==> src/hdl/lirc_pkg.sv <==
package lirc_pkg;
  // Register counts
  localparam int MODULE_CNT = 8;
  localparam int CHANNEL_CNT = 3;
  // Register offsets
  localparam logic [7:0] MODULE0_LEVEL_OFS = 8'h07;
  localparam logic [7:0] MODULE1_LEVEL_OFS = 8'h08;
  localparam logic [7:0] MODULE2_LEVEL_OFS = 8'h09;
  localparam logic [7:0] MODULE3_LEVEL_OFS = 8'h0a;
  localparam logic [7:0] MODULE4_LEVEL_OFS = 8'h0b;
  localparam logic [7:0] MODULE5_LEVEL_OFS = 8'h0c;
  localparam logic [7:0] MODULE6_LEVEL_OFS = 8'h0d;
  localparam logic [7:0] MODULE7_LEVEL_OFS = 8'h0e;
  localparam logic [7:0] CHANNEL0_MIX_OFS = 8'h0f;
  localparam logic [7:0] CHANNEL1_MIX_OFS = 8'h10;
  localparam logic [7:0] CHANNEL2_MIX_OFS = 8'h11;
  // Reset values
  localparam logic [7:0] LEVEL_RST = 8'hff;
  localparam logic [7:0] MIX_RST = 8'h00;
  localparam logic [7:0] RDATA_RST = 8'h00;
  localparam logic [15:0] DUTY_RST = 16'h0000;
  // Codes of interest
  localparam logic [7:0] FULL_CODE = 8'hff;
  localparam logic [7:0] HALF_CODE = 8'h80;
  localparam logic [7:0] ZERO_CODE = 8'h00;
  // Rounding term of the log curve
  localparam logic [15:0] LOG_ROUND = 16'h00ff;

  // Register access from the serial front end
  typedef struct packed {
    logic wr;           // Write strobe
    logic rd;           // Read strobe
    logic [7:0] addr;   // Register offset
    logic [7:0] wdata;  // Write data
  } lirc_reg_req_s;

  // Values held by the neighbouring configuration and bank registers
  typedef struct packed {
    logic [7:0] select;    // Per-module shared select bits
    logic log_scale;       // 1 = log curve, 0 = linear
    logic [7:0] level;     // Shared intensity
    logic [7:0] mix_a;     // Shared mix for channel 0
    logic [7:0] mix_b;     // Shared mix for channel 1
    logic [7:0] mix_c;     // Shared mix for channel 2
  } lirc_shared_s;
endpackage

==> src/hdl/lirc_regs.sv <==
`timescale 1ns/10ps
`default_nettype none
module lirc_regs
  import lirc_pkg::*;
(
  input wire logic sys_clk,                       // Device clock
  input wire logic reset,                         // Async reset, active high
  input wire lirc_reg_req_s reg_req,              // Register access
  input wire lirc_shared_s shared,                // Shared bank settings
  output logic [7:0] reg_rdata,                   // Read data
  output logic reg_rvalid,                        // Read data valid pulse
  output logic [MODULE_CNT-1:0][7:0] module_level, // Effective intensities
  output logic [CHANNEL_CNT-1:0][15:0] channel_duty // Channel duty of module 0
);

  logic [MODULE_CNT-1:0][7:0] level_ff;      // Intensity registers
  logic [CHANNEL_CNT-1:0][7:0] mix_ff;       // Mix registers
  logic [7:0] reg_rdata_ff;                  // Read data register
  logic reg_rvalid_ff;                       // Read valid register
  logic [MODULE_CNT-1:0][7:0] level_eff_ff;  // Effective intensities
  logic [CHANNEL_CNT-1:0][15:0] duty_ff;     // Channel duties
  logic [MODULE_CNT-1:0][7:0] nxt_level_eff; // Mapped intensities
  logic [CHANNEL_CNT-1:0][7:0] nxt_mix_src;  // Selected mix values
  logic [CHANNEL_CNT-1:0][15:0] nxt_duty;    // Mix times intensity
  logic [7:0] nxt_rdata;                     // Decoded read data

  // Whether an address is entry idx of a block of registers
  function automatic logic hit(input logic [7:0] addr, input logic [7:0] base,
                               input int idx);
    logic [7:0] diff;
    diff = addr - base;
    return diff == 8'(idx);
  endfunction

  // Log-style curve: square of the code, end points kept
  function automatic logic [7:0] log_map(input logic [7:0] code);
    logic [15:0] sq;
    sq = 16'({8'h00, code} * {8'h00, code}) + LOG_ROUND;
    return sq[15:8];
  endfunction

  // Product of two byte fractions, 0xfe01 is full scale
  function automatic logic [15:0] scale(input logic [7:0] a, input logic [7:0] b);
    return 16'({8'h00, a} * {8'h00, b});
  endfunction

  // Intensity register writes
  always_ff @(posedge sys_clk or posedge reset)
  begin
    if (reset)
    begin
      level_ff <= {MODULE_CNT{LEVEL_RST}};
    end
    else
    begin
      for (int i = 0; i < MODULE_CNT; i++)
      begin
        // One register per module
        if (reg_req.wr && hit(reg_req.addr, MODULE0_LEVEL_OFS, i))
        begin
          level_ff[i] <= reg_req.wdata;
        end
      end
    end
  end

  // A write to the top intensity offset lands in the last register
  level_write_a: assert property (@(posedge sys_clk) disable iff (reset)
    reg_req.wr && reg_req.addr == MODULE7_LEVEL_OFS |=> level_ff[7] == $past(reg_req.wdata))
    else $error("intensity write not stored");

  // A write to the base intensity offset lands in the first register
  level_base_a: assert property (@(posedge sys_clk) disable iff (reset)
    reg_req.wr && reg_req.addr == MODULE0_LEVEL_OFS |=> level_ff[0] == $past(reg_req.wdata))
    else $error("first intensity write not stored");

  // Without a write the intensity registers keep their values
  level_hold_a: assert property (@(posedge sys_clk) disable iff (reset)
    !reg_req.wr |=> $stable(level_ff))
    else $error("intensity changed without a write");

  // Mix register writes
  always_ff @(posedge sys_clk or posedge reset)
  begin
    if (reset)
    begin
      mix_ff <= {CHANNEL_CNT{MIX_RST}};
    end
    else
    begin
      for (int c = 0; c < CHANNEL_CNT; c++)
      begin
        // One register per channel
        if (reg_req.wr && hit(reg_req.addr, CHANNEL0_MIX_OFS, c))
        begin
          mix_ff[c] <= reg_req.wdata;
        end
      end
    end
  end

  // A write to the top mix offset lands in the last register
  mix_write_a: assert property (@(posedge sys_clk) disable iff (reset)
    reg_req.wr && reg_req.addr == CHANNEL2_MIX_OFS |=> mix_ff[2] == $past(reg_req.wdata))
    else $error("mix write not stored");

  // A write to the base mix offset lands in the first register
  mix_base_a: assert property (@(posedge sys_clk) disable iff (reset)
    reg_req.wr && reg_req.addr == CHANNEL0_MIX_OFS |=> mix_ff[0] == $past(reg_req.wdata))
    else $error("first mix write not stored");

  // Without a write the mix registers keep their values
  mix_hold_a: assert property (@(posedge sys_clk) disable iff (reset)
    !reg_req.wr |=> $stable(mix_ff))
    else $error("mix changed without a write");

  // Writes outside both blocks leave every register alone
  stray_write_a: assert property (@(posedge sys_clk) disable iff (reset)
    reg_req.wr && (reg_req.addr < MODULE0_LEVEL_OFS || reg_req.addr > CHANNEL2_MIX_OFS)
      |=> $stable(level_ff) && $stable(mix_ff))
    else $error("stray write changed a register");

  // Read decode, unmapped offsets return zero
  always_comb
  begin
    nxt_rdata = RDATA_RST;
    for (int i = 0; i < MODULE_CNT; i++)
    begin
      // Intensity hit
      if (hit(reg_req.addr, MODULE0_LEVEL_OFS, i))
      begin
        nxt_rdata = level_ff[i];
      end
    end
    for (int c = 0; c < CHANNEL_CNT; c++)
    begin
      // Mix hit
      if (hit(reg_req.addr, CHANNEL0_MIX_OFS, c))
      begin
        nxt_rdata = mix_ff[c];
      end
    end
  end

  // Read data register, answers one cycle after the strobe
  always_ff @(posedge sys_clk or posedge reset)
  begin
    if (reset)
    begin
      reg_rdata_ff <= RDATA_RST;
      reg_rvalid_ff <= 1'b0;
    end
    else
    begin
      reg_rvalid_ff <= reg_req.rd;
      // Data holds until the next read
      if (reg_req.rd)
      begin
        reg_rdata_ff <= nxt_rdata;
      end
    end
  end

  // Read of an intensity register returns its held value
  read_back_a: assert property (@(posedge sys_clk) disable iff (reset)
    reg_req.rd && reg_req.addr == MODULE3_LEVEL_OFS && !reg_req.wr
      |=> reg_rvalid && reg_rdata == $past(level_ff[3]))
    else $error("read back mismatch");

  // Every read strobe is answered on the next edge
  read_valid_a: assert property (@(posedge sys_clk) disable iff (reset)
    reg_req.rd |=> reg_rvalid)
    else $error("read not answered");

  // Valid is a single pulse per strobe
  valid_pulse_a: assert property (@(posedge sys_clk) disable iff (reset)
    !reg_req.rd |=> !reg_rvalid)
    else $error("valid without a read");

  // Read data holds until the next read
  rdata_hold_a: assert property (@(posedge sys_clk) disable iff (reset)
    !reg_req.rd |=> $stable(reg_rdata))
    else $error("read data changed without a read");

  // Offsets above the mix block read as zero
  high_read_a: assert property (@(posedge sys_clk) disable iff (reset)
    reg_req.rd && reg_req.addr > CHANNEL2_MIX_OFS |=> reg_rdata == RDATA_RST)
    else $error("unmapped high read not zero");

  // Offsets below the intensity block read as zero
  low_read_a: assert property (@(posedge sys_clk) disable iff (reset)
    reg_req.rd && reg_req.addr < MODULE0_LEVEL_OFS |=> reg_rdata == RDATA_RST)
    else $error("unmapped low read not zero");

  // Source selection and intensity mapping
  always_comb
  begin
    for (int i = 0; i < MODULE_CNT; i++)
    begin
      // Shared or own intensity, then curve
      nxt_level_eff[i] = shared.select[i] ? shared.level : level_ff[i];
      if (shared.log_scale)
      begin
        nxt_level_eff[i] = log_map(nxt_level_eff[i]);
      end
    end
    // Channels of module 0 take bank A, B, C when shared
    nxt_mix_src[0] = shared.select[0] ? shared.mix_a : mix_ff[0];
    nxt_mix_src[1] = shared.select[0] ? shared.mix_b : mix_ff[1];
    nxt_mix_src[2] = shared.select[0] ? shared.mix_c : mix_ff[2];
    for (int c = 0; c < CHANNEL_CNT; c++)
    begin
      // Zero in either factor keeps the channel dark
      nxt_duty[c] = scale(nxt_mix_src[c], nxt_level_eff[0]);
    end
  end

  // Effective intensity and duty registers
  always_ff @(posedge sys_clk or posedge reset)
  begin
    if (reset)
    begin
      level_eff_ff <= {MODULE_CNT{LEVEL_RST}};
      duty_ff <= {CHANNEL_CNT{DUTY_RST}};
    end
    else
    begin
      level_eff_ff <= nxt_level_eff;
      duty_ff <= nxt_duty;
    end
  end

  assign reg_rdata = reg_rdata_ff;
  assign reg_rvalid = reg_rvalid_ff;
  assign module_level = level_eff_ff;
  assign channel_duty = duty_ff;

  // Full code passes the intensity through unchanged
  full_level_a: assert property (@(posedge sys_clk) disable iff (reset)
    !shared.log_scale && !shared.select[0] && level_ff[0] == FULL_CODE
      |=> module_level[0] == FULL_CODE && channel_duty[0] == scale($past(mix_ff[0]), FULL_CODE))
    else $error("full intensity wrong");

  // Mid-scale intensity halves a full mix
  half_level_a: assert property (@(posedge sys_clk) disable iff (reset)
    !shared.log_scale && !shared.select[0] && level_ff[0] == HALF_CODE && mix_ff[1] == FULL_CODE
      |=> channel_duty[1] == 16'h7f80)
    else $error("half intensity wrong");

  // Zero intensity darkens all three channels
  zero_level_a: assert property (@(posedge sys_clk) disable iff (reset)
    !shared.select[0] && level_ff[0] == ZERO_CODE |=> channel_duty == '0)
    else $error("zero intensity not dark");

  // Full mix gives the whole intensity
  full_mix_a: assert property (@(posedge sys_clk) disable iff (reset)
    !shared.select[0] && mix_ff[0] == FULL_CODE
      |=> channel_duty[0] == scale(FULL_CODE, $past(nxt_level_eff[0])))
    else $error("full mix wrong");

  // Half mix gives half the intensity
  half_mix_a: assert property (@(posedge sys_clk) disable iff (reset)
    !shared.select[0] && mix_ff[2] == HALF_CODE
      |=> channel_duty[2] == scale(HALF_CODE, $past(nxt_level_eff[0])))
    else $error("half mix wrong");

  // Zero mix keeps its channel off
  zero_mix_a: assert property (@(posedge sys_clk) disable iff (reset)
    !shared.select[0] && mix_ff[1] == ZERO_CODE |=> channel_duty[1] == DUTY_RST)
    else $error("zero mix not off");

  // Shared select swaps in the shared intensity
  shared_select_a: assert property (@(posedge sys_clk) disable iff (reset)
    shared.select[3] && !shared.log_scale |=> module_level[3] == $past(shared.level))
    else $error("shared intensity not used");

  // Module 0 also follows the shared intensity
  shared_level_a: assert property (@(posedge sys_clk) disable iff (reset)
    shared.select[0] && !shared.log_scale |=> module_level[0] == $past(shared.level))
    else $error("module 0 shared intensity not used");

  // Shared mix and shared intensity form the duty
  shared_duty_a: assert property (@(posedge sys_clk) disable iff (reset)
    shared.select[0] && !shared.log_scale
      |=> channel_duty[1] == {8'h00, $past(shared.mix_b)} * {8'h00, $past(shared.level)})
    else $error("shared duty wrong");

  // Log curve maps mid-scale to a quarter
  log_curve_a: assert property (@(posedge sys_clk) disable iff (reset)
    shared.log_scale && !shared.select[5] && level_ff[5] == HALF_CODE
      |=> module_level[5] == 8'h40)
    else $error("log curve wrong");

  // Log curve keeps the full code
  log_full_a: assert property (@(posedge sys_clk) disable iff (reset)
    shared.log_scale && !shared.select[5] && level_ff[5] == FULL_CODE
      |=> module_level[5] == FULL_CODE)
    else $error("log curve end point wrong");

  // Linear curve passes the register straight through
  linear_pass_a: assert property (@(posedge sys_clk) disable iff (reset)
    !shared.log_scale && !shared.select[1] |=> module_level[1] == $past(level_ff[1]))
    else $error("linear curve wrong");

  // Duty is the product of the two register fractions
  duty_product_a: assert property (@(posedge sys_clk) disable iff (reset)
    !shared.select[0] && !shared.log_scale
      |=> channel_duty[0] == {8'h00, $past(mix_ff[0])} * {8'h00, $past(level_ff[0])})
    else $error("duty not a product");

endmodule
`default_nettype wire

==> config.mk <==
export PLATFORM = sky130hd
export DESIGN_NAME = lirc_regs
export DESIGN_NICKNAME = d
export VERILOG_FILES = /design/src/hdl/lirc_pkg.sv /design/src/hdl/lirc_regs.sv
export SDC_FILE = /design/constraint.sdc
export NUM_CORES = 2
export LEC_CHECK = 0
export ABC_AREA = 1
export BUFFER_PORTS_ARGS = -buffer_cell sky130_fd_sc_hd__buf_2
export CORE_MARGIN = 2
export CORE_UTILIZATION = 25
export DETAILED_ROUTE_END_ITERATION = 10
export SLEW_MARGIN = 20
export SYNTH_ARGS = -nofsm -noshare
export SYNTH_HDL_FRONTEND = slang
export SYNTH_SLANG_ARGS = --single-unit
==> constraint.sdc <==
create_clock -name sys_clk -period 20.2 [get_ports sys_clk]
set_input_delay 6.06 -clock sys_clk [delete_from_list [all_inputs] [get_ports sys_clk]]
set_output_delay 6.06 -clock sys_clk [all_outputs]
set_load 0.03 [all_outputs]
==> impl_metrics.ini <==
[cts]
clk_pin_slew_worst_paths_ps = 60
root_buffer = clkbuf_16
cts_resized = 0
htreeDepth = 1
clk_path_buf_depth = 3
cts_buffers = 27
cts.sinks = 209
postCtsSetupRepairBufs = 0
cts_hold_buf = 0
clk_latency_ps = 590
cts_tree = built

[yosys]
synth_largest_area_cell = fa_1
synth_top_cell_area_share = 0.245
synth_seq_cells = 209
yosys.area_share.adder = 0.389
ys.warnings.count = 0
ys_seq_area_frac = 0.195
netlist_instances = 3408
synth_area_mm2 = 0.0276
yosys.cell_types.count = 51
synth_xor_area_frac = 0.0225
syn_avg_cell_area_um2 = 8.10
synth_area_leaders = fa_1 25%, ha_1 14%, dfstp_2 12%
synthMuxAreaShare = 0.00145
synth_top_family_by_area = adder cells
yosys.area_share.simple = 0.195
synth_compound_area_frac = 0.0886
syn-num-nets = 4124

[timing]
finalHoldViolations = 0
slew-limit-headroom = 0.289
final_max_slew_viol_count = 0
finalSetupViolations = 0
grt_setup_unrepaired = false
period_needed_ps = 14760
fin_tns_setup_ps = 0
tightestPinTransition_ps = 1040
hold_ws_ps = 477
max_freq_mhz = 67.8
clock_skew_ps = 16.8
fin_crit_sh = 0.731

[drt]
wl_um = 77800
wl_per_cell_um = 15.4
drtAntennaViolNets = 0
drtIter0Drc = 1500
num_vias = 22378
drt_first_pass_iters = 5
vias_per_cell = 4.42
drc = 0

[floorplan]
io_pins = 182
dieArea_mm2 = 0.113
start_util = 0.253
core_area_mm2 = 0.109
num_rows = 121
fp.dieW_um = 336
die_y_um = 336

[cells_and_area]
multi_input_area_mm2 = 0.0192
seqCellArea_mm2 = 0.00539
fill_cells = 11740
post-route-util = 0.285
final_layout_size_suffix_gt1_frac = 0.137
area_growth_syn_to_layout_pct = 12.6
fin_nets = 4276

[run]
drv_cap = 0

[global_routing]
overflow = 0
grt_pass1_wl_um = 124000
grt_max_degree = 95
grt.total_usage = 0.139
grt_pass1_vias = 22252
antenna_found_initial = 27

[setup_path]
slowest_stage = fa_1
cp.required_ps = 20680
cp.arrival_ps = 15240
start_kind = input pin
crit_type = input pin to register
critPathMaxFanout = 59
endpoint_kind = register
max_stage_delay_ps = 560
reg2reg_slack_ps = 10870
r2r-end = channel_duty[46]
critical_path.most_common_cell = nand2_1
r2r-start = level_ff[2]
worst-r2r-cell-count = 46

[place]
place_congestion = 0.847
numPortBuffers = 181
dp_hpwl_um = 63400

[worst_hold_path]
hold-path-cell-count = 2
min-delay-start = level_ff[24]
hp-class = register to register
whs_endpoint = level_ff[24]

[power_and_ir_drop]
power_uw = 3400
peakVddDrop_v = 0.0000673
leakage_uw = 0.0160
power.density_mw_per_mm2 = 109

[status]
status = complete, no violations
==> layer usage <==
layer  part of all wire  vias to the layer above  track usage
li1                   -                    10950            -
met1               0.46                    10783        0.194
met2               0.45                      511        0.221
met3              0.072                      106       0.0276
met4              0.021                       28       0.0334
met5             0.0021                        -            0
==> logic make-up after synthesis <==
group           after synthesis
compound gates              438
xor+xnor                     71
fa+ha+maj                   655
buf+inv                     772
flops                       209
mux                           4
simple gates               1259
==> placed cells by master, fill, tap and decap left out, drive strengths merged, types with 9 or more instances in the layout <==
| master | Yosys | layout |
|---|---|---|
| nand3 | 108 | 108 |
| nand2 | 625 | 625 |
| nand4 | 53 | 53 |
| a21oi | 113 | 113 |
| inv | 689 | 693 |
| dfstp | 128 | 128 |
| fa | 338 | 338 |
| xnor2 | 28 | 28 |
| clkinv | 9 | 20 |
| nand3b | 16 | 16 |
| buf | 36 | 197 |
| o21ai | 249 | 249 |
| dfrtp | 81 | 81 |
| or2 | 38 | 38 |
| xor2 | 43 | 43 |
| nor2 | 402 | 402 |
| ha | 317 | 317 |
| a21o | 11 | 11 |
| clkbuf | 38 | 27 |
| a211oi | 9 | 9 |
| a31oi | 10 | 10 |
| o21bai | 17 | 17 |
==> power by group <==
part	internal [uW]	switching (uW)	total (uW)	leakage (uW)
logic	824	1450	2280	0.0132
clock network	310	210	520	0.000467
registers	562	37.1	599	0.00239
total	1700	1700	3400	0.0160
==> layout make-up <==
cell class / instances / area share
Multi-Input combinational cell: 2427 / 0.619
Antenna cell: 8 / 0.000644
Clock inverter: 22 / 0.00853
Inverter: 698 / 0.0845
Tap cell: 1476 / 0.0594
Timing Repair Buffer: 197 / 0.0331
Sequential cell: 209 / 0.173
Clock buffer: 27 / 0.0217
==> synthesized netlist by cell type (all sizes together) <==
cell / number
inv: 689
nand2: 625
nor2: 402
fa: 338
ha: 317
o21ai: 249
dfstp: 128
a21oi: 113
nand3: 108
dfrtp: 81
nand4: 53
xor2: 43
clkbuf: 38
or2: 38
buf: 36
xnor2: 28
o21bai: 17
nand3b: 16
a21o: 11
a31oi: 10
a211oi: 9
clkinv: 9
a31o: 8
nor4: 8
o2111ai: 8
o211ai: 8
nor3: 5
mux2i: 4
o221ai: 3
and2: 2
and3: 2
a21boi: 1
o31ai: 1
==> how the worst max path moves through the flow <==
stage / startpoint / endpoint / cells past startpoint
2_1_floorplan: shared[33] / channel_duty[14] / 43
3_5_place_dp: shared[33] / channel_duty[46] / 48
4_1_cts: shared[33] / channel_duty[14] / 43
3_3_place_gp: shared[33] / channel_duty[14] / 44
6_report: shared[33] / channel_duty[46] / 48
5_1_grt: shared[33] / channel_duty[46] / 48
==> critical path: cells and delay by family <==
kind,cells,cell delay (ps)
compound gates,12,1950
buf+inv,10,1260
simple gates,16,1610
fa+ha+maj,10,4240
==> state kept, by name (all words and copies together) (netlist names) <==
name	flops
mix_ff	24
reg_rvalid	1
level_ff	64
module_level	64
reg_rdata	8
channel_duty	48
==> through the flow <==
step	std cells	instance area (um^2)	worst slack, ps
3_3_place_gp	5007	30100	4940
2_1_floorplan	3408	27600	6080
6_report	5064	31100	5440
4_1_cts	5056	31100	5470
5_1_grt	5059	31100	4470
3_5_place_dp	5007	30100	4870
(Power assumes the default switching activity.)
